==> src/rtl/ccf_pkg.sv <==
package ccf_pkg;

  localparam int          ADDR_W          = 8;
  localparam int          DATA_W          = 32;
  localparam int          LANES           = 4;

  localparam logic [7:0]  ADDR_CTRL       = 8'h00;
  localparam logic [7:0]  ADDR_CFG        = 8'h04;

  localparam logic [31:0] CFG_RESET       = 32'h2000_0000;
  localparam logic [31:0] CFG_RW_MASK     = 32'hffff_0000;
  localparam logic [31:0] CFG_LOCK_MASK   = 32'h083f_0000;
  localparam logic        PLL_EN_RESET    = 1'h0;

  localparam int          DIV_LSB         = 28;
  localparam int          MUL_HI_BIT      = 27;
  localparam int          SEL_LSB         = 24;
  localparam int          USB_LSB         = 22;
  localparam int          MUL_LO_LSB      = 18;
  localparam int          PREDIV_BIT      = 17;
  localparam int          SRC_BIT         = 16;
  localparam int          PLL_EN_BIT      = 24;

  localparam logic [3:0]  DIV_MIN_LEGAL   = 4'h2;
  localparam logic [3:0]  DIV_RESET       = 4'h2;
  localparam logic [4:0]  MUL_LOW_TOP     = 5'h0e;
  localparam logic [4:0]  MUL_DUP_CODE    = 5'h0f;
  localparam logic [5:0]  MUL_DUP_FACTOR  = 6'h10;
  localparam logic [5:0]  MUL_LOW_ADD     = 6'h02;
  localparam logic [5:0]  MUL_HIGH_ADD    = 6'h01;
  localparam logic [5:0]  MUL_RESET       = 6'h02;

  localparam logic [1:0]  USB_DIV_1P5     = 2'h0;
  localparam logic [1:0]  USB_DIV_1       = 2'h1;
  localparam logic [1:0]  USB_DIV_2       = 2'h2;
  localparam logic [2:0]  USB_HALVES_1P5  = 3'h3;
  localparam logic [2:0]  USB_HALVES_1    = 3'h2;
  localparam logic [2:0]  USB_HALVES_2    = 3'h4;
  localparam logic [2:0]  USB_HALVES_3    = 3'h6;

  typedef enum logic [2:0] {
    SRC_NONE     = 3'b000,
    SRC_SYSTEM   = 3'b100,
    SRC_INTERNAL = 3'b101,
    SRC_EXTERNAL = 3'b110,
    SRC_PLL_DIV  = 3'b111
  } ccf_out_src_t;

  typedef enum logic [1:0] {
    BUS_IDLE = 2'b00,
    BUS_ACK  = 2'b01
  } ccf_bus_state_t;

endpackage : ccf_pkg

==> src/rtl/ccf_fields_if.sv <==
`timescale 1ns/1ps
`default_nettype none
interface ccf_fields_if;
  logic [31:0]          cfg;
  logic [5:0]           mul_factor;
  logic [2:0]           usb_halves;
  logic [3:0]           out_div;
  logic                 out_div_legal;
  ccf_pkg::ccf_out_src_t out_src;

  modport regs (output cfg, input mul_factor, usb_halves, out_div, out_div_legal, out_src);
  modport dec  (input cfg, output mul_factor, usb_halves, out_div, out_div_legal, out_src);
endinterface : ccf_fields_if
`default_nettype wire

==> src/rtl/ccf_decode.sv <==
`timescale 1ns/1ps
`default_nettype none
module ccf_decode (
  ccf_fields_if.dec f
);

  function automatic logic div_legal(input logic [3:0] code);
    div_legal = (code >= ccf_pkg::DIV_MIN_LEGAL);
  endfunction : div_legal

  function automatic logic [5:0] mul_of(input logic [4:0] code);
    if (code <= ccf_pkg::MUL_LOW_TOP) begin
      mul_of = {1'b0, code} + ccf_pkg::MUL_LOW_ADD;
    end else if (code == ccf_pkg::MUL_DUP_CODE) begin
      mul_of = ccf_pkg::MUL_DUP_FACTOR;
    end else begin
      mul_of = {1'b0, code} + ccf_pkg::MUL_HIGH_ADD;
    end
  endfunction : mul_of

  logic [3:0] div_code;
  logic [4:0] mul_code;
  logic [1:0] usb_code;
  logic [2:0] sel_code;

  always_comb begin
    div_code        = f.cfg[ccf_pkg::DIV_LSB +: 4];
    mul_code        = {f.cfg[ccf_pkg::MUL_HI_BIT], f.cfg[ccf_pkg::MUL_LO_LSB +: 4]};
    usb_code        = f.cfg[ccf_pkg::USB_LSB +: 2];
    sel_code        = f.cfg[ccf_pkg::SEL_LSB +: 3];
    f.out_div_legal = div_legal(div_code);
    f.out_div       = div_legal(div_code) ? div_code : ccf_pkg::DIV_RESET;
    f.mul_factor    = mul_of(mul_code);
    case (usb_code)
      ccf_pkg::USB_DIV_1P5: f.usb_halves = ccf_pkg::USB_HALVES_1P5;
      ccf_pkg::USB_DIV_1:   f.usb_halves = ccf_pkg::USB_HALVES_1;
      ccf_pkg::USB_DIV_2:   f.usb_halves = ccf_pkg::USB_HALVES_2;
      default:              f.usb_halves = ccf_pkg::USB_HALVES_3;
    endcase
    case (sel_code)
      3'b100:  f.out_src = ccf_pkg::SRC_SYSTEM;
      3'b101:  f.out_src = ccf_pkg::SRC_INTERNAL;
      3'b110:  f.out_src = ccf_pkg::SRC_EXTERNAL;
      3'b111:  f.out_src = ccf_pkg::SRC_PLL_DIV;
      default: f.out_src = ccf_pkg::SRC_NONE;
    endcase
  end

endmodule : ccf_decode
`default_nettype wire

==> src/rtl/ccf_clock_config.sv <==
// Behaviour
// - Bits 31:28 give the clock-output divider, codes 2 to 15 divide by their value and lower codes are illegal.
// - The five-bit PLL multiplier code is bit 27 on top of bits 21:18.
// - Bits 26:24 pick the clock-output source, 0xx none, then system, internal, external and divided PLL.
// - Source and divider changes reach the outputs one clock after the register is written, so the output clock may show truncated pulses.
// - Bits 23:22 set the USB divider from the PLL clock as 1.5, 1, 2 or 3.
// - Multiplier codes up to 14 give code plus two, code 15 gives sixteen, higher codes give code plus one.
// - Multiplier, predivider and PLL source fields ignore writes while the PLL is enabled.
// - Bit 17 set halves the external oscillator ahead of the PLL, clear passes it.
// - Bit 16 clear feeds the halved internal oscillator to the PLL, set feeds the external path.
// - The configuration register resets to 0x2000_0000.
// - PLL enable is set and cleared by software, cleared by hardware on low-power entry, and kept against software clears while it drives the system clock.
`timescale 1ns/1ps
`default_nettype none
module ccf_clock_config (
  input  wire logic                  clk_sys,
  input  wire logic                  rst,
  input  wire logic                  wb_cyc,
  input  wire logic                  wb_stb,
  input  wire logic                  wb_we,
  input  wire logic [7:0]            wb_adr,
  input  wire logic [3:0]            wb_sel,
  input  wire logic [31:0]           wb_dat_w,
  output var  logic [31:0]           wb_dat_r,
  output var  logic                  wb_ack,
  input  wire logic                  low_power_entry,
  input  wire logic                  pll_drives_system_clock,
  output var  logic                  pll_enable,
  output var  logic [5:0]            pll_multiplier,
  output var  logic                  pll_ext_predivider,
  output var  logic                  pll_input_source,
  output var  logic [2:0]            usb_clock_divider,
  output var  logic [3:0]            clock_output_divider,
  output var  logic                  clock_output_div_illegal,
  output var  ccf_pkg::ccf_out_src_t clock_output_select
);

  ccf_fields_if f ();

  ccf_decode u_decode (
    .f (f.dec)
  );

  ccf_pkg::ccf_bus_state_t st_ff,       nxt_st;
  logic                    ack_ff,      nxt_ack;
  logic [31:0]             rdat_ff,     nxt_rdat;
  logic [31:0]             cfg_ff,      nxt_cfg;
  logic                    pll_en_ff,   nxt_pll_en;
  logic [5:0]              mul_ff,      nxt_mul;
  logic                    prediv_ff,   nxt_prediv;
  logic                    src_ff,      nxt_src;
  logic [2:0]              usb_ff,      nxt_usb;
  logic [3:0]              div_ff,      nxt_div;
  logic                    illegal_ff,  nxt_illegal;
  ccf_pkg::ccf_out_src_t   osel_ff,     nxt_osel;

  logic [31:0] lane_mask;
  logic [31:0] cfg_mask;
  logic        commit;
  logic        cfg_wr;
  logic        ctrl_wr;

  genvar g;
  generate
    for (g = 0; g < ccf_pkg::LANES; g = g + 1) begin : g_lane
      assign lane_mask[8*g +: 8] = {8{wb_sel[g]}};
    end
  endgenerate

  assign f.cfg    = cfg_ff;
  assign commit   = (st_ff == ccf_pkg::BUS_ACK) && wb_cyc && wb_stb && wb_we;
  assign cfg_wr   = commit && (wb_adr == ccf_pkg::ADDR_CFG);
  assign ctrl_wr  = commit && (wb_adr == ccf_pkg::ADDR_CTRL) && wb_sel[3];
  assign cfg_mask = lane_mask & ccf_pkg::CFG_RW_MASK
                    & ~(pll_en_ff ? ccf_pkg::CFG_LOCK_MASK : 32'h0000_0000);

  // Bus answer: one cycle after the request is seen, writes land on the ack edge.
  always_comb begin
    nxt_st   = st_ff;
    nxt_ack  = 1'b0;
    nxt_rdat = rdat_ff;
    case (st_ff)
      ccf_pkg::BUS_IDLE: begin
        if (wb_cyc && wb_stb) begin
          nxt_st  = ccf_pkg::BUS_ACK;
          nxt_ack = 1'b1;
          case (wb_adr)
            ccf_pkg::ADDR_CFG:  nxt_rdat = cfg_ff;
            ccf_pkg::ADDR_CTRL: nxt_rdat = {7'h00, pll_en_ff, 24'h00_0000};
            default:            nxt_rdat = 32'h0000_0000;
          endcase
        end
      end
      ccf_pkg::BUS_ACK: begin
        nxt_st = ccf_pkg::BUS_IDLE;
      end
      default: begin
        nxt_st = ccf_pkg::BUS_IDLE;
      end
    endcase
  end

  always_ff @(posedge clk_sys or posedge rst) begin
    if (rst) begin
      st_ff   <= ccf_pkg::BUS_IDLE;
      ack_ff  <= 1'b0;
      rdat_ff <= 32'h0000_0000;
    end else begin
      st_ff   <= nxt_st;
      ack_ff  <= nxt_ack;
      rdat_ff <= nxt_rdat;
    end
  end

  // Register state and the decoded field outputs.
  always_comb begin
    nxt_cfg = cfg_ff;
    if (cfg_wr) begin
      nxt_cfg = (cfg_ff & ~cfg_mask) | (wb_dat_w & cfg_mask);
    end
    nxt_pll_en = pll_en_ff;
    if (ctrl_wr) begin
      nxt_pll_en = wb_dat_w[ccf_pkg::PLL_EN_BIT] || (pll_en_ff && pll_drives_system_clock);
    end
    if (low_power_entry) begin
      nxt_pll_en = 1'b0;
    end
    nxt_mul     = f.mul_factor;
    nxt_prediv  = cfg_ff[ccf_pkg::PREDIV_BIT];
    nxt_src     = cfg_ff[ccf_pkg::SRC_BIT];
    nxt_usb     = f.usb_halves;
    nxt_illegal = !f.out_div_legal;
    nxt_div     = f.out_div_legal ? f.out_div : div_ff;
    nxt_osel    = f.out_src;
  end

  always_ff @(posedge clk_sys or posedge rst) begin
    if (rst) begin
      cfg_ff     <= ccf_pkg::CFG_RESET;
      pll_en_ff  <= ccf_pkg::PLL_EN_RESET;
      mul_ff     <= ccf_pkg::MUL_RESET;
      prediv_ff  <= 1'b0;
      src_ff     <= 1'b0;
      usb_ff     <= ccf_pkg::USB_HALVES_1P5;
      div_ff     <= ccf_pkg::DIV_RESET;
      illegal_ff <= 1'b0;
      osel_ff    <= ccf_pkg::SRC_NONE;
    end else begin
      cfg_ff     <= nxt_cfg;
      pll_en_ff  <= nxt_pll_en;
      mul_ff     <= nxt_mul;
      prediv_ff  <= nxt_prediv;
      src_ff     <= nxt_src;
      usb_ff     <= nxt_usb;
      div_ff     <= nxt_div;
      illegal_ff <= nxt_illegal;
      osel_ff    <= nxt_osel;
    end
  end

  assign wb_dat_r                 = rdat_ff;
  assign wb_ack                   = ack_ff;
  assign pll_enable               = pll_en_ff;
  assign pll_multiplier           = mul_ff;
  assign pll_ext_predivider       = prediv_ff;
  assign pll_input_source         = src_ff;
  assign usb_clock_divider        = usb_ff;
  assign clock_output_divider     = div_ff;
  assign clock_output_div_illegal = illegal_ff;
  assign clock_output_select      = osel_ff;
endmodule : ccf_clock_config
`default_nettype wire

==> config.mk <==
export PLATFORM = sky130hd
export DESIGN_NAME = ccf_clock_config
export DESIGN_NICKNAME = d
export VERILOG_FILES = /design/src/rtl/ccf_pkg.sv /design/src/rtl/ccf_fields_if.sv /design/src/rtl/ccf_decode.sv /design/src/rtl/ccf_clock_config.sv
export SDC_FILE = /design/constraint.sdc
export NUM_CORES = 1
export LEC_CHECK = 0
export ABC_AREA = 1
export BUFFER_PORTS_ARGS = -buffer_cell sky130_fd_sc_hd__clkbuf_2
export CELL_PAD_IN_SITES_DETAIL_PLACEMENT = 0
export CELL_PAD_IN_SITES_GLOBAL_PLACEMENT = 1
export CORE_ASPECT_RATIO = 1.25
export CORE_MARGIN = 2
export CORE_UTILIZATION = 37
export DETAILED_ROUTE_END_ITERATION = 7
export PLACE_DENSITY = 0.86
export SETUP_SLACK_MARGIN = 0.2
export SLEW_MARGIN = 15
export SYNTH_ARGS = -nofsm -noshare
export SYNTH_HDL_FRONTEND = slang
export SYNTH_SLANG_ARGS = --single-unit
==> constraint.sdc <==
create_clock -name clk_sys -period 4.5 [get_ports clk_sys]
set_clock_uncertainty 0.15 [all_clocks]
set_input_delay 1.35 -clock clk_sys [delete_from_list [all_inputs] [get_ports clk_sys]]
set_output_delay 1.35 -clock clk_sys [all_outputs]
set_load 0.01 [all_outputs]
==> results.tsv <==
metric	value	unit
status	completed	
cts bufs inserted	5	
all-layer global routing usage	14.2	%
Sum Neg Setup Slack	0	ns
# DRC	0	
synth unique cells	26	
wire length of the first global-routing pass	8.04	mm
Worst Setup Path Type	in -> reg	
largest net degree at the start of global routing	55	
RSZ-0062 raised after global routing	no	
#FFs+latches synth	54	
CP Max Fanout	35	
nets@finish	383	
CTS HTree Levels	2	
Reg area	0.00136	mm2
gpl congestion	0.766	
Initial Util	38.6	%
CTS resizes	0	
placed cell count	406	
Final Hold Viols	0	
Int Pwr	0.670	mW
measured slew at the worst slew-check pin	0.903	ns
Avg Inst Size Synth	9.17	um2
Final ANT Viol Nets	0	
P&R area growth vs syn	17.7	%
Switch Pwr	0.185	mW
core area	0.00625	mm2
hold crit path type	reg -> reg	
worst path arrival time	2.73	ns
Net Sw Frac	21.6	%
Max clock buf depth	2	
Post-Syn Area	0.00241	mm2
Overflow after GRT	0	
post-synthesis sequential area ratio	56.3	%
Die H	94.3	um
Cells after Synth	263	
pwr/cell area	301	mW/mm2
Final Max Slew Viols	0	
via-per-instance ratio	4.47	
fillers	667	
Gate power share	6.0	%
Required @ worst endpoint	4.54	ns
chip width	76.2	um
Rel. slew slack	39.8	%
crit start category	input pin	
CTS tree	yes	
Avg WL per Cell	11.6	um
clock slew at reported path FFs	0.09	ns
maxcap violations	0	
commonest non-fill, non-tap cells in the layout	nand2_1, clkbuf_2, dfrtp_1	
Top Ports	104	
die area	0.00718	mm2
Seq pwr share	57.3	%
Final Cycle Share	59.6	%
Multi-input gate area	853	um2
minimum clock period	2.68	ns
initial drt markers	97	
Final setup viols	0	
power share of the clock group	36.7	%
port buffer count	69	
drt pass-1 iters	4	
n_diodes	0	
Max Clock Freq	373	MHz
Post-CTS Setup Inserts	0	
P_leak	1.62	nW
hpwl dp	3.41	mm
clock sink total	54	
commonest non-fill, non-tap cell in the layout	nand2_1	
DRT Wirelength	4.78	mm
root buffer cell	clkbuf_8	
row count	32	
via count	1851	
CP Capture Type	flop	
Peak VDD IR	0.175	mV
vias in the first global route	1668	
Clk Latency, worst-skew pair	0.30	ns
Final Non-Filler Cells	414	
share of post-route cells with drive strength above 1	28.0	%
number of synthesis warnings	0	
initial antenna violation count	0	
hold_buf cts	0	
-- cell usage after synthesis, drive strengths merged --
cell type,instances,area (um2)
a21boi,1,7.51
a21oi,4,20.0
a31o,2,17.5
and3,1,6.26
buf,24,181
clkbuf,2,7.51
conb,1,3.75
dfrtp,49,1230
dfstp,5,131
ha,4,50.1
inv,18,67.6
nand2,88,330
nand3,24,135
nand4,17,106
nor2,16,80.1
nor3,2,10.0
o21ai,3,15.0
o22ai,1,6.26
xnor2,1,8.76
-- power by group through the flow --
| stage | Clock, mW | Sequential, mW | Combinational (mW) |
|---|---|---|---|
| floorplan | 0 | 0.500 | 0.0385 |
| CTS | 0.324 | 0.490 | 0.0526 |
| global placement | 0 | 0.499 | 0.0515 |
| global route | 0.349 | 0.491 | 0.0587 |
| finish | 0.314 | 0.490 | 0.0510 |
| detailed placement | 0 | 0.499 | 0.0526 |
-- layout make-up --
| type | instances | share of cell area, % |
|---|---|---|
| Clock buffer | 7 | 2.69 |
| Clock inverter | 1 | 1.06 |
| Inverter | 18 | 2.43 |
| Multi-Input combinational cell | 180 | 30.1 |
| Sequential cell | 54 | 47.8 |
| Tap cell | 85 | 3.75 |
| Timing Repair Buffer | 69 | 12.2 |
-- per-stage QoR --
| stage | utilization (%) | total power [mW] | hold slack (ns) | setup WS (ns) | cell area (um2) |
|---|---|---|---|---|---|
| 2_1_floorplan | - | 0.539 | 0.225 | 1.69 | 2470 |
| 3_3_place_gp | 43.7 | 0.551 | 0.249 | 1.47 | 2730 |
| 3_5_place_dp | 43.7 | 0.552 | 0.259 | 1.46 | 2730 |
| 4_1_cts | 45.4 | 0.867 | 0.280 | 1.77 | 2840 |
| 5_1_grt | 45.4 | 0.899 | 0.297 | 1.56 | 2840 |
| 6_report | 45.4 | 0.855 | 0.279 | 1.82 | 2840 |
-- final timing paths --
kind	cells after the start	slack [ns]	end	start
min in group asynchronous	2	1.04	clock_output_select[0]	rst
min reg2reg	0	0.28	pll_input_source	flop
max	7	1.82	flop	wb_adr[7]
max reg2reg	5	2.62	flop	st_ff[0]
max in group asynchronous	2	2.63	async pin	rst
min	0	0.28	pll_input_source	flop
-- cells by family (layout without fill, tap and decap cells) --
| logic type | count (synthesis) | after routing | synth area share, % |
|---|---|---|---|
| flops | 54 | 54 | 56.3 |
| buf+inv | 44 | 95 | 10.6 |
| xor+xnor | 1 | 1 | 0.363 |
| simple gates | 148 | 148 | 27.7 |
| fa+ha+maj | 4 | 4 | 2.08 |
| compound gates | 11 | 11 | 2.75 |
| other cells | 1 | 16 | 0.156 |
-- metal layers --
metal	wire [um]	up-vias	global-route usage (%)
met4	53	0	5.00
met3	264	4	2.79
met1	2100	840	18.5
li1	-	948	-
met2	2370	59	23.7
met5	0	-	0
-- critical path, stage by stage --
cell and delay [ns]:
clkbuf_2 0.08, nor2_1 0.09, nand2_1 0.12, nor2_4 0.63, nand3_2 0.29, nand2_1 0.12, nand2_1 0.06
Power figures use the tool's default switching activity.
